[src/power_seq_pkg.sv]
/*
 * constants, types and register map of the module power-state sequencer.
 * assumes a 250 MHz system clock and a classic wishbone register bus.
 */
`default_nettype none

package power_seq_pkg;

   // ------------------------------------------------------------
   // clock and pin timing
   // ------------------------------------------------------------
   localparam int CLK_PERIOD_NS   = 4;
   localparam int T_ON_NS         = 1000;  // switch-on hold, least
   localparam int T_WAKE_NS       = 400;   // wake-up hold, least
   localparam int T_OFF_NS        = 2000;  // graceful off pulse, least
   localparam int T_ERST_NS       = 400;   // emergency reset hold, least
   localparam int T_RST_NS        = 800;   // internal reset held low
   localparam int T_STEP_NS       = 40;    // per-pin release step
   localparam int T_RAIL_NS       = 200;   // rail settle on wake
   localparam int T_STORE_NS      = 2000;  // settings store phase
   localparam int T_DETACH_NS     = 4000;  // network detach phase
   localparam int T_SHUT_NS       = 400;   // regulator shut-down phase

   localparam int ON_CYC     = (T_ON_NS + CLK_PERIOD_NS - 1) / CLK_PERIOD_NS;
   localparam int WAKE_CYC   = (T_WAKE_NS + CLK_PERIOD_NS - 1) / CLK_PERIOD_NS;
   localparam int OFF_CYC    = (T_OFF_NS + CLK_PERIOD_NS - 1) / CLK_PERIOD_NS;
   localparam int ERST_CYC   = (T_ERST_NS + CLK_PERIOD_NS - 1) / CLK_PERIOD_NS;
   localparam int RST_CYC    = (T_RST_NS + CLK_PERIOD_NS - 1) / CLK_PERIOD_NS;
   localparam int STEP_CYC   = (T_STEP_NS + CLK_PERIOD_NS - 1) / CLK_PERIOD_NS;
   localparam int RAIL_CYC   = (T_RAIL_NS + CLK_PERIOD_NS - 1) / CLK_PERIOD_NS;
   localparam int STORE_CYC  = (T_STORE_NS + CLK_PERIOD_NS - 1) / CLK_PERIOD_NS;
   localparam int DETACH_CYC = (T_DETACH_NS + CLK_PERIOD_NS - 1) / CLK_PERIOD_NS;
   localparam int SHUT_CYC   = (T_SHUT_NS + CLK_PERIOD_NS - 1) / CLK_PERIOD_NS;

   // ------------------------------------------------------------
   // register map and fields
   // ------------------------------------------------------------
   localparam logic [7:0] CTRL_OFS = 8'h00;
   localparam logic [7:0] FUNC_OFS = 8'h04;
   localparam logic [7:0] CFG_OFS  = 8'h08;
   localparam logic [7:0] STAT_OFS = 8'h0c;

   localparam int CTRL_OFF_BIT   = 0;
   localparam int CTRL_SLEEP_BIT = 1;
   localparam int STAT_READY_BIT = 4;
   localparam int STAT_RAIL_BIT  = 5;
   localparam int STAT_OK_BIT    = 6;
   localparam int STAT_SAFE_BIT  = 7;

   localparam logic [7:0] FUNC_FAST_OFF = 8'h0a;
   localparam logic [7:0] FUNC_SAFE_OFF = 8'h0b;
   localparam logic [7:0] FUNC_REBOOT   = 8'h10;
   localparam logic [2:0] LPC_WAKE_PINS = 3'h5;
   localparam logic       USB_SLP_RESUME = 1'b0;

   typedef enum logic [1:0] {PF_NONE, PF_WAKE, PF_FAST_OFF, PF_SAFE_OFF} pin_func_type;

   // cfg register, bit 0 upward: low_power[2:0], -, usb_sleep, usb_host,
   // -, -, func_a[9:8], func_b[11:10], greet[12]
   typedef struct packed {
      logic         greet;
      pin_func_type func_b;
      pin_func_type func_a;
      logic [1:0]   spare_hi;
      logic         usb_host;
      logic         usb_sleep;
      logic         spare_lo;
      logic [2:0]   low_power;
   } cfg_type;

   localparam cfg_type CFG_RESET = 13'h0010;

   typedef enum logic [3:0] {
      ST_OFF, ST_RAIL_UP, ST_PIN_SEQ, ST_ACTIVE, ST_SLEEP,
      ST_WAKE, ST_STORE, ST_DETACH, ST_SHUTDOWN, ST_ABRUPT
   } pwr_st_type;

   typedef struct packed {
      logic        cyc;
      logic        stb;
      logic        we;
      logic [3:0]  sel;
      logic [7:0]  adr;
      logic [31:0] dat;
   } wb_req_type;

   typedef struct packed {
      logic        ack;
      logic [31:0] dat;
   } wb_rsp_type;

endpackage : power_seq_pkg

`default_nettype wire

[src/module_power_state_control.sv]
/*
 * power-state sequencer: switch-on, deep sleep and wake, graceful,
 * fast and memory-safe switch-off, graceful and abrupt reset.
 * assumes synchronous pins, one 250 MHz clock, a classic wishbone master
 * and board pull-ups modelled by the pull-up enable outputs.
 */
// The implementer's own choices: the register offsets and register access over Wishbone.
// Behaviour
// - power-on needs valid supply then long press
// - off with supply: long press starts switch-on
// - deep sleep: long press starts wake-up
// - low power mode 5: wake pin rise wakes
// - usb sleep 0 with usb host: resume wakes
// - switch request pin pulled up internally
// - pins tri-stated until io rail is on
// - reset held low, then pins released in sequence
// - ready only after all interfaces configured
// - off command or valid pulse: graceful off
// - function 10 or fast pin: store, no detach
// - function 11 or safe pin: inhibit flash, off
// - accepted off command answers ok
// - end of off: tri-state pins, rail off
// - stay off until switch request low
// - function 16: store, detach, then reboot
// - emergency reset held low: abrupt reset
// - emergency reset pulled up, cuts all regulators
// - io rail on only when on, awake
// - deep sleep: interfaces dead, only wake events
`timescale 1ns/10ps
`default_nettype none

module module_power_state_control #(
   parameter int N_PINS        = 8,
   parameter int ON_CYCLES     = power_seq_pkg::ON_CYC,
   parameter int WAKE_CYCLES   = power_seq_pkg::WAKE_CYC,
   parameter int OFF_CYCLES    = power_seq_pkg::OFF_CYC,
   parameter int ERST_CYCLES   = power_seq_pkg::ERST_CYC,
   parameter int RST_CYCLES    = power_seq_pkg::RST_CYC,
   parameter int STEP_CYCLES   = power_seq_pkg::STEP_CYC,
   parameter int RAIL_CYCLES   = power_seq_pkg::RAIL_CYC,
   parameter int STORE_CYCLES  = power_seq_pkg::STORE_CYC,
   parameter int DETACH_CYCLES = power_seq_pkg::DETACH_CYC,
   parameter int SHUT_CYCLES   = power_seq_pkg::SHUT_CYC
) (
   // clock and reset
   input  wire  logic                      clk_i,
   input  wire  logic                      rst_i,
   // register bus
   input  wire  power_seq_pkg::wb_req_type wb_req_i,
   output var   power_seq_pkg::wb_rsp_type wb_rsp_o,
   // control pins from the host
   input  wire  logic                      supply_valid_i,
   input  wire  logic                      switch_request_n_i,
   input  wire  logic                      emergency_reset_n_i,
   input  wire  logic                      wake_pin_a_i,
   input  wire  logic                      wake_pin_b_i,
   input  wire  logic                      usb_resume_i,
   // pull-up enables
   output logic                            switch_request_pullup_o,
   output logic                            emergency_reset_pullup_o,
   // power, reset and pin control
   output logic                            io_rail_out_o,
   output logic                            internal_reset_n_o,
   output logic                            pin_tristate_o,
   output logic [N_PINS-1:0]               pin_enable_o,
   output logic                            nvm_store_o,
   output logic                            net_detach_o,
   output logic                            flash_inhibit_o,
   output logic                            ready_o,
   output logic                            greeting_o
);
   import power_seq_pkg::*;

   localparam int CW = 16;

   // ------------------------------------------------------------
   // state
   // ------------------------------------------------------------
   typedef struct packed {
      pwr_st_type        st;
      logic [CW-1:0]     cnt;
      logic [CW-1:0]     press;
      logic [CW-1:0]     ehold;
      logic              armed;
      logic              prev_a;
      logic              prev_b;
      cfg_type           cfg;
      logic              off_ok;
      logic              reboot;
      logic              no_detach;
      logic              safe;
      logic [N_PINS-1:0] pins;
      logic              rail;
      logic              rst_n;
      logic              tri_st;
      logic              ready;
      logic              greet;
      logic              ack;
      logic [31:0]       dat;
   } state_type;

   state_type s_r;
   state_type s_nxt;

   function automatic state_type enter(input state_type x, input pwr_st_type t);
      state_type y;
      y       = x;
      y.st    = t;
      y.cnt   = '0;
      y.armed = 1'b0;
      return y;
   endfunction : enter

   function automatic logic [CW-1:0] sat_inc(input logic [CW-1:0] v);
      return (v == '1) ? v : v + 1'b1;
   endfunction : sat_inc

   logic          req;
   logic          wr;
   logic          bus_live;
   logic          rise_a;
   logic          rise_b;
   logic          wake_trig;
   logic          safe_trig;
   logic          fast_trig;
   logic          off_trig;
   logic          erst_trig;
   logic [7:0]    wr_func;

   // ------------------------------------------------------------
   // trigger decode
   // ------------------------------------------------------------
   assign req       = wb_req_i.cyc & wb_req_i.stb & ~s_r.ack;
   // writes land on the edge at which the master samples ack high
   assign wr        = wb_req_i.cyc & wb_req_i.stb & s_r.ack & wb_req_i.we & wb_req_i.sel[0];
   assign bus_live  = (s_r.st == ST_ACTIVE);
   assign wr_func   = (wr && bus_live && wb_req_i.adr[7:2] == FUNC_OFS[7:2]) ? wb_req_i.dat[7:0] : 8'h00;
   assign rise_a    = wake_pin_a_i & ~s_r.prev_a;
   assign rise_b    = wake_pin_b_i & ~s_r.prev_b;
   assign wake_trig = (s_r.cfg.low_power == LPC_WAKE_PINS)
                      && ((rise_a && s_r.cfg.func_a == PF_WAKE)
                      || (rise_b && s_r.cfg.func_b == PF_WAKE));
   assign safe_trig = (wr_func == FUNC_SAFE_OFF)
                      || (rise_a && s_r.cfg.func_a == PF_SAFE_OFF)
                      || (rise_b && s_r.cfg.func_b == PF_SAFE_OFF);
   assign fast_trig = (wr_func == FUNC_FAST_OFF)
                      || (rise_a && s_r.cfg.func_a == PF_FAST_OFF)
                      || (rise_b && s_r.cfg.func_b == PF_FAST_OFF);
   assign off_trig  = switch_request_n_i && s_r.armed
                      && s_r.press >= CW'(OFF_CYCLES);
   assign erst_trig = !emergency_reset_n_i && s_r.ehold >= CW'(ERST_CYCLES - 1)
                      && s_r.st != ST_OFF && s_r.st != ST_ABRUPT;

   // ------------------------------------------------------------
   // next state
   // ------------------------------------------------------------
   always_comb begin
      s_nxt        = s_r;
      s_nxt.ack    = 1'b0;
      s_nxt.greet  = 1'b0;
      s_nxt.prev_a = wake_pin_a_i;
      s_nxt.prev_b = wake_pin_b_i;
      s_nxt.cnt    = sat_inc(s_r.cnt);
      s_nxt.press  = switch_request_n_i ? '0 : sat_inc(s_r.press);
      s_nxt.ehold  = emergency_reset_n_i ? '0 : sat_inc(s_r.ehold);
      s_nxt.armed  = s_r.armed | switch_request_n_i;

      // bus slave: one wait state, unmapped reads as zero
      if (req) begin
         s_nxt.ack = 1'b1;
         s_nxt.dat = 32'h0000_0000;
         unique case (wb_req_i.adr[7:2])
            CFG_OFS[7:2]:  s_nxt.dat = {19'h0, s_r.cfg};
            STAT_OFS[7:2]: s_nxt.dat = {24'h0, s_r.safe, s_r.off_ok, s_r.rail, s_r.ready, s_r.st};
            default:       s_nxt.dat = 32'h0000_0000;
         endcase
      end
      // cfg bytes, only while active, on the acknowledged edge
      if (wb_req_i.cyc && wb_req_i.stb && s_r.ack && wb_req_i.we && bus_live
          && wb_req_i.adr[7:2] == CFG_OFS[7:2]) begin
         if (wb_req_i.sel[0]) begin
            s_nxt.cfg[7:0] = wb_req_i.dat[7:0];
         end
         if (wb_req_i.sel[1]) begin
            s_nxt.cfg[12:8] = wb_req_i.dat[12:8];
         end
      end

      unique case (s_r.st)
         ST_OFF: begin
            if (supply_valid_i && !switch_request_n_i && s_r.press >= CW'(ON_CYCLES - 1)) begin
               s_nxt = enter(s_nxt, ST_RAIL_UP);
            end
         end
         ST_RAIL_UP: begin
            s_nxt.off_ok = 1'b0;
            s_nxt.safe   = 1'b0;
            s_nxt.reboot = 1'b0;
            if (s_r.cnt >= CW'(RST_CYCLES - 1)) begin
               s_nxt = enter(s_nxt, ST_PIN_SEQ);
            end
         end
         ST_PIN_SEQ: begin
            if (s_r.cnt >= CW'(STEP_CYCLES - 1)) begin
               s_nxt.cnt = '0;
               if (&s_r.pins) begin
                  s_nxt       = enter(s_nxt, ST_ACTIVE);
                  s_nxt.greet = s_r.cfg.greet;
               end else begin
                  s_nxt.pins = {s_r.pins[N_PINS-2:0], 1'b1};
               end
            end
         end
         ST_ACTIVE: begin
            if (safe_trig) begin
               s_nxt.safe = 1'b1;
               s_nxt      = enter(s_nxt, ST_SHUTDOWN);
            end else if (fast_trig) begin
               s_nxt.no_detach = 1'b1;
               s_nxt           = enter(s_nxt, ST_STORE);
            end else if (off_trig || (wr && wb_req_i.adr[7:2] == CTRL_OFS[7:2]
                                      && wb_req_i.dat[CTRL_OFF_BIT])) begin
               s_nxt.off_ok    = wr;
               s_nxt.no_detach = 1'b0;
               s_nxt           = enter(s_nxt, ST_STORE);
            end else if (wr_func == FUNC_REBOOT) begin
               s_nxt.reboot    = 1'b1;
               s_nxt.no_detach = 1'b0;
               s_nxt           = enter(s_nxt, ST_STORE);
            end else if (wr && wb_req_i.adr[7:2] == CTRL_OFS[7:2] && wb_req_i.dat[CTRL_SLEEP_BIT]) begin
               s_nxt = enter(s_nxt, ST_SLEEP);
            end
         end
         // pins keep their enables, rail is off
         ST_SLEEP: begin
            if ((!switch_request_n_i && s_r.press >= CW'(WAKE_CYCLES - 1))
                || wake_trig
                || (s_r.cfg.usb_sleep == USB_SLP_RESUME && s_r.cfg.usb_host
                    && usb_resume_i)) begin
               s_nxt = enter(s_nxt, ST_WAKE);
            end
         end
         ST_WAKE: begin
            if (s_r.cnt >= CW'(RAIL_CYCLES - 1)) begin
               s_nxt = enter(s_nxt, ST_ACTIVE);
            end
         end
         // switch-off routine runs to its end unless supply loss or emergency reset overrides, other triggers ignored
         ST_STORE: begin
            if (s_r.cnt >= CW'(STORE_CYCLES - 1)) begin
               s_nxt = enter(s_nxt, s_r.no_detach ? ST_SHUTDOWN : ST_DETACH);
            end
         end
         ST_DETACH: begin
            if (s_r.cnt >= CW'(DETACH_CYCLES - 1)) begin
               s_nxt = enter(s_nxt, ST_SHUTDOWN);
            end
         end
         ST_SHUTDOWN: begin
            s_nxt.pins = '0;
            if (s_r.cnt >= CW'(SHUT_CYCLES - 1)) begin
               s_nxt = enter(s_nxt, s_r.reboot ? ST_RAIL_UP : ST_OFF);
            end
         end
         ST_ABRUPT: begin
            if (emergency_reset_n_i) begin
               s_nxt = enter(s_nxt, ST_RAIL_UP);
            end
         end
      endcase

      // overrides: supply loss first, then abrupt reset
      if (!supply_valid_i) begin
         s_nxt      = enter(s_nxt, ST_OFF);
         s_nxt.pins = '0;
      end else if (erst_trig) begin
         s_nxt      = enter(s_nxt, ST_ABRUPT);
         s_nxt.pins = '0;
      end

      // registered outputs follow the next state
      s_nxt.rail   = s_nxt.st inside {ST_RAIL_UP, ST_PIN_SEQ, ST_ACTIVE, ST_WAKE,
                                      ST_STORE, ST_DETACH, ST_SHUTDOWN};
      s_nxt.rst_n  = s_nxt.st inside {ST_PIN_SEQ, ST_ACTIVE, ST_SLEEP, ST_WAKE,
                                      ST_STORE, ST_DETACH};
      s_nxt.tri_st = !(s_nxt.st inside {ST_PIN_SEQ, ST_ACTIVE, ST_STORE, ST_DETACH});
      s_nxt.ready  = (s_nxt.st == ST_ACTIVE);
   end

   always_ff @(posedge clk_i) begin
      if (rst_i) begin
         s_r        <= '0;
         s_r.st     <= ST_OFF;
         s_r.cfg    <= CFG_RESET;
         s_r.tri_st <= 1'b1;
      end else begin
         s_r <= s_nxt;
      end
   end

   // ------------------------------------------------------------
   // outputs
   // ------------------------------------------------------------
   assign switch_request_pullup_o  = 1'b1;
   assign emergency_reset_pullup_o = 1'b1;
   assign wb_rsp_o.ack             = s_r.ack;
   assign wb_rsp_o.dat             = s_r.dat;
   assign io_rail_out_o            = s_r.rail;
   assign internal_reset_n_o       = s_r.rst_n;
   assign pin_tristate_o           = s_r.tri_st;
   assign pin_enable_o             = s_r.pins;
   assign nvm_store_o              = (s_r.st == ST_STORE);
   assign net_detach_o             = (s_r.st == ST_DETACH);
   assign flash_inhibit_o          = s_r.safe;
   assign ready_o                  = s_r.ready;
   assign greeting_o               = s_r.greet;

   logic quiet;
   assign quiet = supply_valid_i & emergency_reset_n_i;
endmodule : module_power_state_control

`default_nettype wire

[config.mk]
export PLATFORM = sky130hd
export DESIGN_NAME = module_power_state_control
export DESIGN_NICKNAME = d
export VERILOG_FILES = /design/src/power_seq_pkg.sv /design/src/module_power_state_control.sv
export SDC_FILE = /design/constraint.sdc
export NUM_CORES = 1
export LEC_CHECK = 0
export BUFFER_PORTS_ARGS = -buffer_cell sky130_fd_sc_hd__buf_2
export CAP_MARGIN = 20
export CORE_ASPECT_RATIO = 1.4
export CORE_MARGIN = 1
export CORE_UTILIZATION = 54
export DETAILED_ROUTE_END_ITERATION = 10
export PLACE_DENSITY = 0.81
export SYNTH_ARGS = -nofsm -noshare
export SYNTH_HDL_FRONTEND = slang
export SYNTH_SLANG_ARGS = --single-unit
[constraint.sdc]
create_clock -name clk_i -period 3.3 [get_ports clk_i]
set_input_delay 0.33 -clock clk_i [delete_from_list [all_inputs] [get_ports clk_i]]
set_output_delay 0.33 -clock clk_i [all_outputs]
set_load 0.02 [all_outputs]
==> flow_metrics.py <==
metrics = {
    "status": {
        "status": "finished clean",
    },
    "floorplanning": {
        "rows": 43,
        "fp.dieH_um": 121,
        "start_util_pct": 55.4,
        "coreArea_um2": 9900,
        "io_pins": 106,
        "fp.dieW_um": 87.2,
        "die_area_um2": 10600,
    },
    "cells_and_area": {
        "antennaDiodeCount": 0,
        "layout-drive-gt1-share_pct": 15.2,
        "finalNetCount": 754,
        "layout_common_cells": "dfxtp_1, nor2_1, buf_2",
        "layout_commonest_cell": "dfxtp_1",
        "fin_util_pct": 59.9,
        "syn_to_final_growth_pct": 8.10,
    },
    "critical_path": {
        "arrival_ns": 3.13,
        "worstPathMaxFanout": 4,
        "critPathSlowestCell": "a211oi_1",
        "end_kind": "register",
        "critPathRequiredTime_ns": 3.54,
        "crit_type": "register to register",
        "path_cells": "inv_1, ha_1, or3b_2, a211oi_1, a21oi_1, nor4_1, nand4_1, a2bb2oi_1, mux2_2",
        "cpPeakStageDelay_ns": 0.51,
        "start_kind": "register",
    },
    "routing": {
        "wire_per_inst_um": 14.8,
        "drt_iter0_markers": 252,
        "totalWireLength_um": 12300,
        "via_per_inst": 5.77,
        "ant_nets": 0,
        "vias": 4795,
        "drc": 0,
        "dr.pass1.iters": 5,
    },
    "cts": {
        "root_buffer": "clkbuf_16",
        "htreeDepth": 3,
        "numCtsBuffers": 9,
        "cts_hold_buf": 0,
        "cts.sinks": 99,
        "insertion_delay_ns": 0.34,
        "cts_setup_buffers": 0,
        "cts_tree": "built",
        "clock_path_buffers": 2,
        "clk_pin_slew_ns": 0.07,
        "cts_resized": 0,
    },
    "grt": {
        "grt_pass1_vias": 4425,
        "grt_pass1_wl_um": 20100,
        "grt_start_max_net_pins": 44,
        "grt_overflow": 0,
        "antenna_found_initial": 0,
        "track_usage_pct": 23.9,
    },
    "yosys": {
        "synth_edf_count": 0,
        "synthFlopType": "dfxtp_1",
        "yosysUniqueCellTypes": 72,
        "synth_top_family_by_area": "simple AND/OR/NAND/NOR gates",
        "synth_compound_area_share_pct": 14.8,
        "synthMuxAreaShare_pct": 4.58,
        "avgSynthCellArea_um2": 8.20,
        "yosysWarningCount": 0,
        "synth_area_um2": 5490,
        "syn-instance-count": 669,
        "ys_ff_latch": 99,
        "yosys.area_share.simple_pct": 28.3,
        "async_flop_share_pct": 0,
        "synth_xor_area_share_pct": 4.63,
        "synthAdderAreaFrac_pct": 1.82,
        "ys_seq_area_share_pct": 36.1,
    },
    "timing": {
        "slew_headroom_pct": 61.2,
        "skew_ns": 0.00744,
        "period_share_pct": 87.8,
        "setup_viol": 0,
        "final_hold_viol_count": 0,
        "slew_viol_final": 0,
        "min_period_ns": 2.90,
        "grt_setup_unrepaired": "no",
        "worst_pin_slew_ns": 0.580,
        "fmax_mhz": 345,
        "tns_ns": 0,
    },
    "power_and_ir_drop": {
        "vdd_drop_max_mv": 0.269,
        "p_leak_nw": 2.29,
        "power.density_nw_per_um2": 410,
    },
    "place": {
        "io_buffers": 61,
        "dpl.hpwl_um": 9210,
        "finalWeightedCongestion": 0.939,
    },
    "run": {
        "max_cap_viol_count": 0,
    },
    "min_path": {
        "hold_path_class": "input port to register",
    },
}
-- registers in the layout (all words and copies together) (netlist names) --
name                cells
wb_rsp_o               14
pin_tristate_o          1
s_r                    71
internal_reset_n_o      1
ready_o                 1
greeting_o              1
io_rail_out_o           1
flash_inhibit_o         1
pin_enable_o            8
-- cell usage after synthesis, types with 6 or more instances --
master    instances  area (um2)
clkbuf_1         23        86.3
a21oi_1          32         160
mux2i_1          15         150
nand2_1          46         173
a22oi_1          16         120
and3_1            8        50.1
nor3b_1           6        45.0
nor3_1           21         105
inv_1            23        86.3
nand3_1          31         155
or3_1             7        43.8
nor4_1           14        87.6
a211oi_1         11        82.6
nand4_1          20         125
ha_1              8         100
dfxtp_1          99        1980
xnor2_1          13         114
buf_4            43         323
nor2b_1          12        75.1
nor2_1           94         353
mux2_2            9         101
o21ai_0          10        50.1
xor2_1           16         140
-- path summary, 6_finish.rpt --
kind | depth (start not counted) | slack (ns) | endpoint | startpoint
max | 9 | 0.40 | io_rail_out_o | s_r[99]
min reg2reg | 2 | 0.46 | wb_rsp_o[8] | wb_rsp_o[8]
min | 3 | 0.22 | s_r[60] | wb_req_i[10]
max reg2reg | 9 | 0.40 | io_rail_out_o | s_r[99]
-- through the flow --
stage / std cells / power (mW) / instance area, um2 / worst slack, ns / hold WS (ns)
after floorplan: 688 / 1.32 / 5560 / 0.845 / 0.432
after global placement: 815 / 1.34 / 5610 / 0.493 / 0.440
after detailed placement: 815 / 1.34 / 5610 / 0.445 / 0.453
after CTS: 831 / 2.44 / 5930 / 0.435 / 0.221
after global routing: 831 / 2.51 / 5930 / 0.178 / 0.227
final: 831 / 2.43 / 5930 / 0.404 / 0.223
-- area by class of cell --
type	instances	area [um2]
clock buffers	10	229
clock inverters	6	87.6
fillers	896	3970
inverters	23	86.3
multi-input cells	494	3050
flip-flops and latches	99	1980
well taps	135	169
repair buffers	64	328
-- power by group --
group	internal [mW]	switching [mW]	total (mW)
Combinational	0.0335	0.0743	0.108
Clock	0.666	0.453	1.12
Sequential	1.20	0.00615	1.21
Total	1.90	0.533	2.43
-- kinds of logic after synthesis --
logic type	Yosys count
AND/OR/NAND/NOR	299
AO/OA/AOI/OAI	113
flip-flops	99
buffers and inverters	95
XOR/XNOR	29
multiplexers	24
adder cells (fa/ha/maj)	8
other	2
-- layer usage --
metal | global-route usage [%] | up-vias | share of wire [%]
li1 | - | 2375 | -
met1 | 28.6 | 2287 | 43
met2 | 42.5 | 107 | 52
met3 | 4.01 | 26 | 3.6
met4 | 8.20 | 0 | 2.0
met5 | 0 | - | 0
-- critical path: cells and delay by family, from the launching register on --
kind | cells | cell delay, ns
flops | 1 | 0.39
mux | 1 | 0.34
compound gates | 3 | 0.92
fa+ha+maj | 1 | 0.20
simple gates | 3 | 0.84
buf+inv | 1 | 0.10
Power figures use the tool's default switching activity.
